$ cat config.mk
export PLATFORM = sky130hd
export DESIGN_NAME = adc_serial_power_mode_control
export DESIGN_NICKNAME = d
export VERILOG_FILES = /design/src/adc_mode_pkg.sv /design/src/adc_serial_power_mode_control.sv
export SDC_FILE = /design/constraint.sdc
export NUM_CORES = 1
export LEC_CHECK = 0
export BUFFER_PORTS_ARGS = -buffer_cell sky130_fd_sc_hd__buf_4
export CORE_MARGIN = 4
export CORE_UTILIZATION = 45
export DETAILED_ROUTE_END_ITERATION = 6
export PLACE_DENSITY = 0.67
export SLEW_MARGIN = 20
export SYNTH_ARGS = -nofsm -noshare
export SYNTH_HDL_FRONTEND = slang
export SYNTH_SLANG_ARGS = --single-unit
export TNS_END_PERCENT = 30
$ cat constraint.sdc
create_clock -name ref_clk_i -period 5.4 [get_ports ref_clk_i]
set_input_delay 1.08 -clock ref_clk_i [delete_from_list [all_inputs] [get_ports ref_clk_i]]
set_output_delay 1.08 -clock ref_clk_i [all_outputs]
set_load 0.01 [all_outputs]
$ cat src/adc_mode_pkg.sv
// Purpose: shared constants and types for the converter mode control
// Assumes: 50 MHz system clock, serial pins synchronised inside the block
// Notes: times are kept in their own unit and converted to clock counts here
package adc_mode_pkg;

	// ****************************************
	// Frame edge counts
	// ****************************************
	localparam logic [4:0] FULL_POWER_EDGES = 5'h0a;
	localparam logic [4:0] GLITCH_EDGES = 5'h02;
	localparam logic [4:0] FRAME_EDGES = 5'h10;
	localparam logic [4:0] LEAD_ZEROS = 5'h04;
	localparam logic [4:0] TRACK_EDGES = 5'h0d;
	localparam int RESULT_BITS = 12;

	// ****************************************
	// Timing
	// ****************************************
	localparam int CLK_PERIOD_NS = 20;
	localparam int POWER_UP_NS = 1000;
	localparam int POWER_UP_CYC_INT =
		(POWER_UP_NS + CLK_PERIOD_NS - 1) / CLK_PERIOD_NS;
	localparam logic [6:0] POWER_UP_CYCLES = 7'(POWER_UP_CYC_INT);

	// ****************************************
	// Types
	// ****************************************
	typedef enum logic [1:0] {
		MODE_NORMAL,
		MODE_DOWN,
		MODE_WAKING
	} power_mode_t;

	typedef struct packed {
		logic frame_active;
		logic powered;
		logic tracking;
		logic data_valid;
	} status_t;

endpackage

$ cat src/adc_serial_power_mode_control.sv
// Purpose: digital mode and readout control of a serial SAR converter
// Assumes: serial clock and select are far slower than ref_clk_i
// Notes: reset state is normal mode; real power-on mode is undefined
`timescale 1ns/1ns
`default_nettype none

module adc_serial_power_mode_control (
	// Clock and reset
	input wire logic ref_clk_i,
	input wire logic resetn_i,
	// Serial link pins
	input wire logic select_n_i,
	input wire logic serial_clk_i,
	output logic serial_result_out_o,
	output logic serial_result_oe_n_o,
	// Converter core
	input wire logic [11:0] result_i,
	output logic analog_power_o,
	output logic track_o,
	output adc_mode_pkg::status_t status_o
);

	// ****************************************
	// Pin synchronisers
	// ****************************************
	logic [1:0] sel_sync_ff;
	logic [1:0] sck_sync_ff;
	logic sel_d_ff;
	logic sck_d_ff;

	// Two stages; only stage two feeds logic
	always_ff @(posedge ref_clk_i or negedge resetn_i) begin
		if (!resetn_i) begin
			sel_sync_ff <= 2'h3;
			sck_sync_ff <= 2'h0;
			sel_d_ff <= 1'h1;
			sck_d_ff <= 1'h0;
		end else begin
			sel_sync_ff <= {sel_sync_ff[0], select_n_i};
			sck_sync_ff <= {sck_sync_ff[0], serial_clk_i};
			sel_d_ff <= sel_sync_ff[1];
			sck_d_ff <= sck_sync_ff[1];
		end
	end

	logic sel_fall;
	logic sel_rise;
	logic sck_fall;
	logic sck_edge;
	assign sel_fall = sel_d_ff & ~sel_sync_ff[1];
	assign sel_rise = ~sel_d_ff & sel_sync_ff[1];
	assign sck_fall = sck_d_ff & ~sck_sync_ff[1];
	assign sck_edge = sck_d_ff ^ sck_sync_ff[1];

	// ****************************************
	// Frame and mode state
	// ****************************************
	adc_mode_pkg::power_mode_t mode_ff, nxt_mode;
	logic [4:0] edge_cnt_ff, nxt_edge_cnt;
	logic [15:0] shift_ff, nxt_shift;
	logic active_ff, nxt_active;
	logic out_ff, nxt_out;
	logic oe_n_ff, nxt_oe_n;
	logic track_ff, nxt_track;
	logic power_ff, nxt_power;
	logic seen_edge_ff, nxt_seen_edge;
	logic [6:0] wake_cnt_ff, nxt_wake_cnt;
	logic warm_ff, nxt_warm;
	logic valid_ff, nxt_valid;

	// Count saturates so long frames never wrap into the power-down window
	function automatic logic [4:0] bump(input logic [4:0] c);
		bump = (c == 5'h1f) ? c : c + 5'h01;
	endfunction

	// Next-state logic for the whole frame
	always_comb begin
		nxt_mode = mode_ff;
		nxt_edge_cnt = edge_cnt_ff;
		nxt_shift = shift_ff;
		nxt_active = active_ff;
		nxt_out = out_ff;
		nxt_oe_n = oe_n_ff;
		nxt_track = track_ff;
		nxt_power = power_ff;
		nxt_seen_edge = seen_edge_ff;
		nxt_wake_cnt = wake_cnt_ff;
		nxt_warm = warm_ff;
		nxt_valid = valid_ff;
		// Power-up timer runs from wake start until done, even after the
		// frame has moved the mode on; idle while powered down
		if (power_ff && !warm_ff &&
			wake_cnt_ff != adc_mode_pkg::POWER_UP_CYCLES) begin
			nxt_wake_cnt = wake_cnt_ff + 7'h01;
		end
		if (power_ff &&
			wake_cnt_ff == adc_mode_pkg::POWER_UP_CYCLES) begin
			nxt_warm = 1'h1;
		end
		if (sel_fall) begin
			nxt_edge_cnt = 5'h00;
			nxt_active = 1'h1;
			nxt_track = 1'h0;
			nxt_oe_n = 1'h0;
			nxt_seen_edge = 1'h0;
			// Four zeros then result MSB first; first zero is out at once
			nxt_shift = {4'h0, result_i};
			nxt_out = 1'h0;
			nxt_valid = 1'h0;
			if (mode_ff == adc_mode_pkg::MODE_DOWN) begin
				nxt_mode = adc_mode_pkg::MODE_WAKING;
				nxt_power = 1'h1;
				nxt_wake_cnt = 7'h00;
				nxt_warm = 1'h0;
			end
		end else if (active_ff && sel_rise) begin
			nxt_active = 1'h0;
			nxt_oe_n = 1'h1;
			nxt_track = 1'h1;
			if (mode_ff == adc_mode_pkg::MODE_WAKING) begin
				if (edge_cnt_ff < adc_mode_pkg::FULL_POWER_EDGES) begin
					nxt_mode = adc_mode_pkg::MODE_DOWN;
					nxt_power = 1'h0;
					nxt_warm = 1'h0;
					nxt_track = 1'h0;
				end else begin
					nxt_mode = adc_mode_pkg::MODE_NORMAL;
				end
			end else if (edge_cnt_ff >= adc_mode_pkg::GLITCH_EDGES &&
				edge_cnt_ff < adc_mode_pkg::FULL_POWER_EDGES) begin
				nxt_mode = adc_mode_pkg::MODE_DOWN;
				nxt_power = 1'h0;
				nxt_warm = 1'h0;
				nxt_track = 1'h0;
			end // Below two edges: glitch, stay normal
		end else if (active_ff) begin
			// Wake frame: sampler tracks from its first serial edge
			if (sck_edge && !seen_edge_ff) begin
				nxt_seen_edge = 1'h1;
				if (mode_ff == adc_mode_pkg::MODE_WAKING) begin
					nxt_track = 1'h1;
				end
			end
			if (sck_fall) begin
				nxt_edge_cnt = bump(edge_cnt_ff);
				nxt_shift = {shift_ff[14:0], 1'h0};
				nxt_out = shift_ff[14];
				if (edge_cnt_ff == adc_mode_pkg::TRACK_EDGES - 5'h01) begin
					nxt_track = 1'h1; // back to track after conversion
				end
				if (edge_cnt_ff == adc_mode_pkg::FRAME_EDGES - 5'h01) begin
					nxt_oe_n = 1'h1;
					nxt_out = 1'h0;
					// Dummy result never marked valid
					nxt_valid = (mode_ff == adc_mode_pkg::MODE_NORMAL);
				end
			end
		end
		// Waking frame past ten edges and warm stays waking while active
		if (mode_ff == adc_mode_pkg::MODE_WAKING && active_ff && warm_ff &&
			edge_cnt_ff >= adc_mode_pkg::FULL_POWER_EDGES && !sel_rise) begin
			nxt_mode = mode_ff; // decided at release or frame end
		end
		if (mode_ff == adc_mode_pkg::MODE_WAKING && !active_ff && warm_ff) begin
			nxt_mode = adc_mode_pkg::MODE_NORMAL;
		end
	end

	// Registers for the frame state
	always_ff @(posedge ref_clk_i or negedge resetn_i) begin
		if (!resetn_i) begin
			mode_ff <= adc_mode_pkg::MODE_NORMAL;
			edge_cnt_ff <= 5'h00;
			shift_ff <= 16'h0000;
			active_ff <= 1'h0;
			out_ff <= 1'h0;
			oe_n_ff <= 1'h1;
			track_ff <= 1'h1;
			power_ff <= 1'h1;
			seen_edge_ff <= 1'h0;
			wake_cnt_ff <= 7'h00;
			warm_ff <= 1'h1;
			valid_ff <= 1'h0;
		end else begin
			mode_ff <= nxt_mode;
			edge_cnt_ff <= nxt_edge_cnt;
			shift_ff <= nxt_shift;
			active_ff <= nxt_active;
			out_ff <= nxt_out;
			oe_n_ff <= nxt_oe_n;
			track_ff <= nxt_track;
			power_ff <= nxt_power;
			seen_edge_ff <= nxt_seen_edge;
			wake_cnt_ff <= nxt_wake_cnt;
			warm_ff <= nxt_warm;
			valid_ff <= nxt_valid;
		end
	end

	// ****************************************
	// Outputs
	// ****************************************
	assign serial_result_out_o = out_ff;
	assign serial_result_oe_n_o = oe_n_ff;
	assign analog_power_o = power_ff;
	assign track_o = track_ff;
	assign status_o.frame_active = active_ff;
	assign status_o.powered = warm_ff;
	assign status_o.tracking = track_ff;
	assign status_o.data_valid = valid_ff;

endmodule // adc_serial_power_mode_control

`default_nettype wire

; Yosys cells after proc, flatten, opt, wreduce, memory -nomap -nowiden
; Cells that the tools add are included.
[totals]
word_cells = 140
reg_bits = 43
in_bits = 16
[op_classes]
n_reduce_logical = 35
mux = 64
add_sub_neg = 2
n_lt_le_gt_ge = 3
eq_ne = 13
bitwise_logic = 7
[op_table]
columns = op, count
row1 = $mux 15, 4
row2 = $mux 1, 45
row3 = $mux 5, 5
row4 = $mux 7, 3
row5 = $reduce_and 4->1, 4
row6 = $reduce_bool 3->1, 5
row7 = $mux 2, 7
row8 = $logic_and 1x1->1, 12
row9 = $eq 5x4->1 const B, 2
row10 = $reduce_bool 2->1, 5
row11 = $reduce_and 3->1, 3
row12 = $add 7x1->7 const B, 1
row13 = $eq 7x6->1 const B, 1
row14 = $ne 7x6->1 const B, 1
row15 = $add 5x1->5 const B, 1
row16 = $eq 5x5->1 const B, 1
row17 = $ge 5x2->1 const B, 1
row18 = $ge 5x4->1 const B, 1
row19 = $lt 5x4->1 const B, 1
row20 = $logic_not 1->1, 4
row21 = $ne 2x1->1 const B, 2
row22 = $ne 2x2->1 const B, 2
row23 = $reduce_bool 4->1, 1
row24 = $and 1x1->1, 3
row25 = 7 further kinds, 9

; Longest topological paths before layout
[logic_depth]
ltp_word = 8
mapped_depth = 7
depth_no_buf = 7

; Worst setup path after synthesis
; OpenSTA, ideal clock, no wires.
[synth_timing]
kind = reg2out
startpoint = register track_ff (netlist: track_o)
endpoint = output status_o[1] (netlist name)
path_slack_ns = 3.650
arrival_time_ns = 0.670
path_stages_with_launch = 2
cell_sequence = dfstp_2 > buf_4
[synth_rtl]
columns = item, line_no
row1 = "start, declared", adc_serial_power_mode_control.sv:64  ; logic track_ff, nxt_track;
row2 = "start signal, assigned", adc_serial_power_mode_control.sv:191  ; track_ff <= nxt_track;
row3 = "end, declared", adc_serial_power_mode_control.sv:20  ; output adc_mode_pkg::status_t status_o
; No word-level cell between the ends.

; Final worst setup path
[layout_timing]
startpoint = register sel_d_ff
endpoint = register mode_ff[0]
[layout_between]
elab_chain_cells = 6
word_cells_on_any_way = 14
classes_between = eq/ne (2) / mux (3) / bitwise (3) / reduce/logical (6)
[layout_lines]
columns = item, line_no
row1 = "start, declared", adc_serial_power_mode_control.sv:28  ; logic sel_d_ff;
row2 = "start signal, assigned", adc_serial_power_mode_control.sv:41  ; sel_d_ff <= sel_sync_ff[1];
row3 = $not 1->1, adc_serial_power_mode_control.sv:51  ; assign sel_rise = ~sel_d_ff & sel_sync_ff[1];
row4 = $and 1x1->1, adc_serial_power_mode_control.sv:51
row5 = $logic_not 1->1, adc_serial_power_mode_control.sv:161  ; edge_cnt_ff >= adc_mode_pkg::FULL_POWER_EDGES && !sel_rise) begin
row6 = $logic_and 1x1->1, adc_serial_power_mode_control.sv:161
row7 = $ne 2x1->1 (no line), -
row8 = $reduce_and 4->1 (no line), -
row9 = "end signal, assigned", adc_serial_power_mode_control.sv:172  ; mode_ff <= adc_mode_pkg::MODE_NORMAL;
row10 = "end signal, assigned", adc_serial_power_mode_control.sv:185  ; mode_ff <= nxt_mode;
row11 = "end, declared", adc_serial_power_mode_control.sv:58  ; adc_mode_pkg::power_mode_t mode_ff, nxt_mode;
; Several ways; a longest one is shown, not always the timed one. The select of a mux whose other input is x is not followed.
; A chain may end at the register's enable or synchronous reset.

==> flow_summary.toml <==
[power]
leakage_uw = 0.00110
clkPwrFrac = 0.246
powerDensity_nw_per_um2 = 386
switching_share = 0.314
p_sw_uw = 282
peakVddDrop_uv = 149
intPower_uw = 616
p_comb_frac = 0.243
seqPwrFrac = 0.511

[grt]
grt_overflow_total = 0
grt_pass1_wl_microns = 6450
track_usage = 0.147
first_global_vias = 1449
grt_max_degree = 44
antenna_found_initial = 0

[critical_path]
reg2reg_depth = 4
worstPathRequired_ns = 5.57
cp_slowest_cell = "nor3_2"
crit_cells = 4
path_cells = "nand2b_1, nor3_2, nor3b_1, or3_1"
cp-start-kind = "flop"
cpLargestDelayFamily = "simple AND/OR/NAND/NOR gates"
max_stage_delay_ns = 0.72
cp-end-kind = "flop"
crit_fanout = 20
critPathBufInv = 0
path_class = "reg2reg"
critPathArrivalTime_ns = 2.52

[logic_synthesis]
ys_seq_area_frac = 0.526
ys.flop_type = "dfrtp_1"
syn-num-nets = 227
syn_area_per_cell_sq_um = 10.2
synthTopCellsByArea = "dfrtp_1 44%, dfstp_2 8.9%, mux2i_1 5.8%"
async_flop_share = 1.00
yosysTopAreaCell = "dfrtp_1"
ys_warn_count = 0
synth.ff_latch_count = 43
yosysMostFrequentCell = "dfrtp_1"
netlist-cell-type-count = 36
synthCells = 203
synth_top_area_frac = 0.437
netlist_area_sq_um = 2060
synth_edf_count = 0
synthTopCellsByCount = "36 x dfrtp_1, 29 x nand2_1, 21 x o21ai_0"

[cts]
cts_sinks = 43
clk_latency_ns = 0.29
clock_path_buffers = 2
cts_root_buffer = "clkbuf_8"
cts_tree = "yes"
post_cts_buffers = 0
cts-buffers-inserted = 5
hold_buffers = 0
cts_htree_levels = 2
cts_resized = 0
clk_pin_slew_worst_paths_ns = 0.08

[routing]
drt-pass1-iter-count = 4
avgRoutedWirePerCell_microns = 13.6
dr.first_iter.drc_count = 79
final_antenna_net_count = 0
num_vias = 1466
routed_wl_microns = 3730
vias_per_cell = 5.35
drc = 0

[timing]
rsz0062_at_grt = "false"
fin_skew_ns = 0.00562
fin_crit_sh = 0.436
timing.final.ws_setup_ns = 3.05
timing.fmax_mhz = 425
worst_slew_pin_slew_ns = 0.986
finalSetupViolCount = 0
timing.setup.tns_ns = 0
relSlewSlack = 0.343
slew_violations = 0
hold_viol = 0
fin_crit_ns = 2.35

[layout]
drive_above_1_share = 0.180
syn2layout_area_growth_pct = 12.7
diodes = 0
multi_input_area_sq_um = 876
finalNetCount = 245
nFillCells = 421
regArea_sq_um = 1080

[placed_design]
gp_congestion = 0.775
port_buffers = 23
dpl_worst_slack_ns = 2.65
dp_hpwl_microns = 2590

[floorplan]
io-pin-count = 24
die_y_microns = 75.7
num_rows = 24
die-area_sq_um = 5730
die_w_microns = 75.7
initial_core_util = 0.470
coreArea_sq_um = 4380

[min_path]
hold_depth = 0
holdCritPathClass = "reg2reg"

[flow_run]
max_cap_viol_count = 0

[run_status]
status = "complete, no violations"
[through the flow]
step / utilization / hold WS [ns] / area (sq um) / total power [uW] / cells
after global routing: 0.530 / 0.363 / 2320 / 966 / 274
after CTS: 0.529 / 0.353 / 2320 / 908 / 274
after floorplan: - / 0.331 / 2060 / 613 / 203
after global placement: 0.506 / 0.336 / 2220 / 675 / 266
final: 0.530 / 0.352 / 2320 / 898 / 274
after detailed placement: 0.506 / 0.335 / 2220 / 685 / 266
[per-layer routing]
layer	wire [microns]	GRT usage
met1	1700	0.191
met2	1790	0.240
met3	199	0.0435
met4	47	0.0408
met5	0	0
[cell usage in the layout (no fill, tap or decap), drive strengths merged, types with 3 or more instances in the layout]
master  Yosys  final
nand2b      5      5
dfrtp      36     36
dfstp       7      7
nor2       16     16
clkbuf      2      8
o21ai      21     21
nand2      29     29
nor3        5      5
a21oi      10     10
or3         5      5
and2b       3      3
buf        10     23
ha          8      8
inv         7      7
mux2i      12     12
[logic make-up (layout without fill, tap and decap cells)]
logic type	after synthesis	after routing	synth area share
simple gates	75	75	0.176
compound gates	43	43	0.127
flops	43	43	0.526
buf+inv	19	38	0.0516
mux	12	12	0.0583
fa+ha+maj	8	8	0.0485
xor+xnor	3	3	0.0127
[flip-flops by register name, indices dropped and copies added, names as in the netlist]
register / count
track_o: 1
mode_ff: 2
warm_ff: 1
analog_power_o: 1
sck_sync_ff: 2
sel_sync_ff: 2
active_ff: 1
seen_edge_ff: 1
valid_ff: 1
edge_cnt_ff: 5
serial_result_oe_n_o: 1
serial_result_out_o: 1
sel_d_ff: 1
sck_d_ff: 1
shift_ff: 15
wake_cnt_ff: 7
[worst register-to-register path: stages, from the launching register on]
cell and delay, ns:
dfstp_2 0.56, nand2b_1 0.52, nor3_2 0.72, nor3b_1 0.10, or3_1 0.33
[worst paths after layout]
kind / endpoint / startpoint / slack (ns)
worst max register to register: mode_ff[0]$_DFFE_PN0P_ / sel_d_ff$_DFF_PN1_ / 3.05
worst min-delay path: sck_sync_ff[1]$_DFF_PN0_ / sck_sync_ff[0]$_DFF_PN0_ / 0.35
worst max-delay path: mode_ff[0]$_DFFE_PN0P_ / sel_d_ff$_DFF_PN1_ / 3.05
max in group asynchronous: serial_result_oe_n_o$_DFFE_PN1P_ / resetn_i / 4.25
worst min register to register: sck_sync_ff[1]$_DFF_PN0_ / sck_sync_ff[0]$_DFF_PN0_ / 0.35
min in group asynchronous: wake_cnt_ff[3]$_DFF_PN0_ / resetn_i / 0.76
[cell type report]
class	count	area share
multi-input cells	141	0.377
well taps	52	0.0280
inverters	7	0.0113
repair buffers	23	0.0743
clock buffers	8	0.0431
flip-flops and latches	43	0.467
[power by group through the flow]
stage	Combinational [uW]	Clock, uW	Sequential [uW]
after floorplan	160	0	453
after global placement	212	0	463
after detailed placement	221	0	464
after CTS	221	228	459
after global routing	249	243	474
final	218	221	459
(Power assumes the default switching activity.)
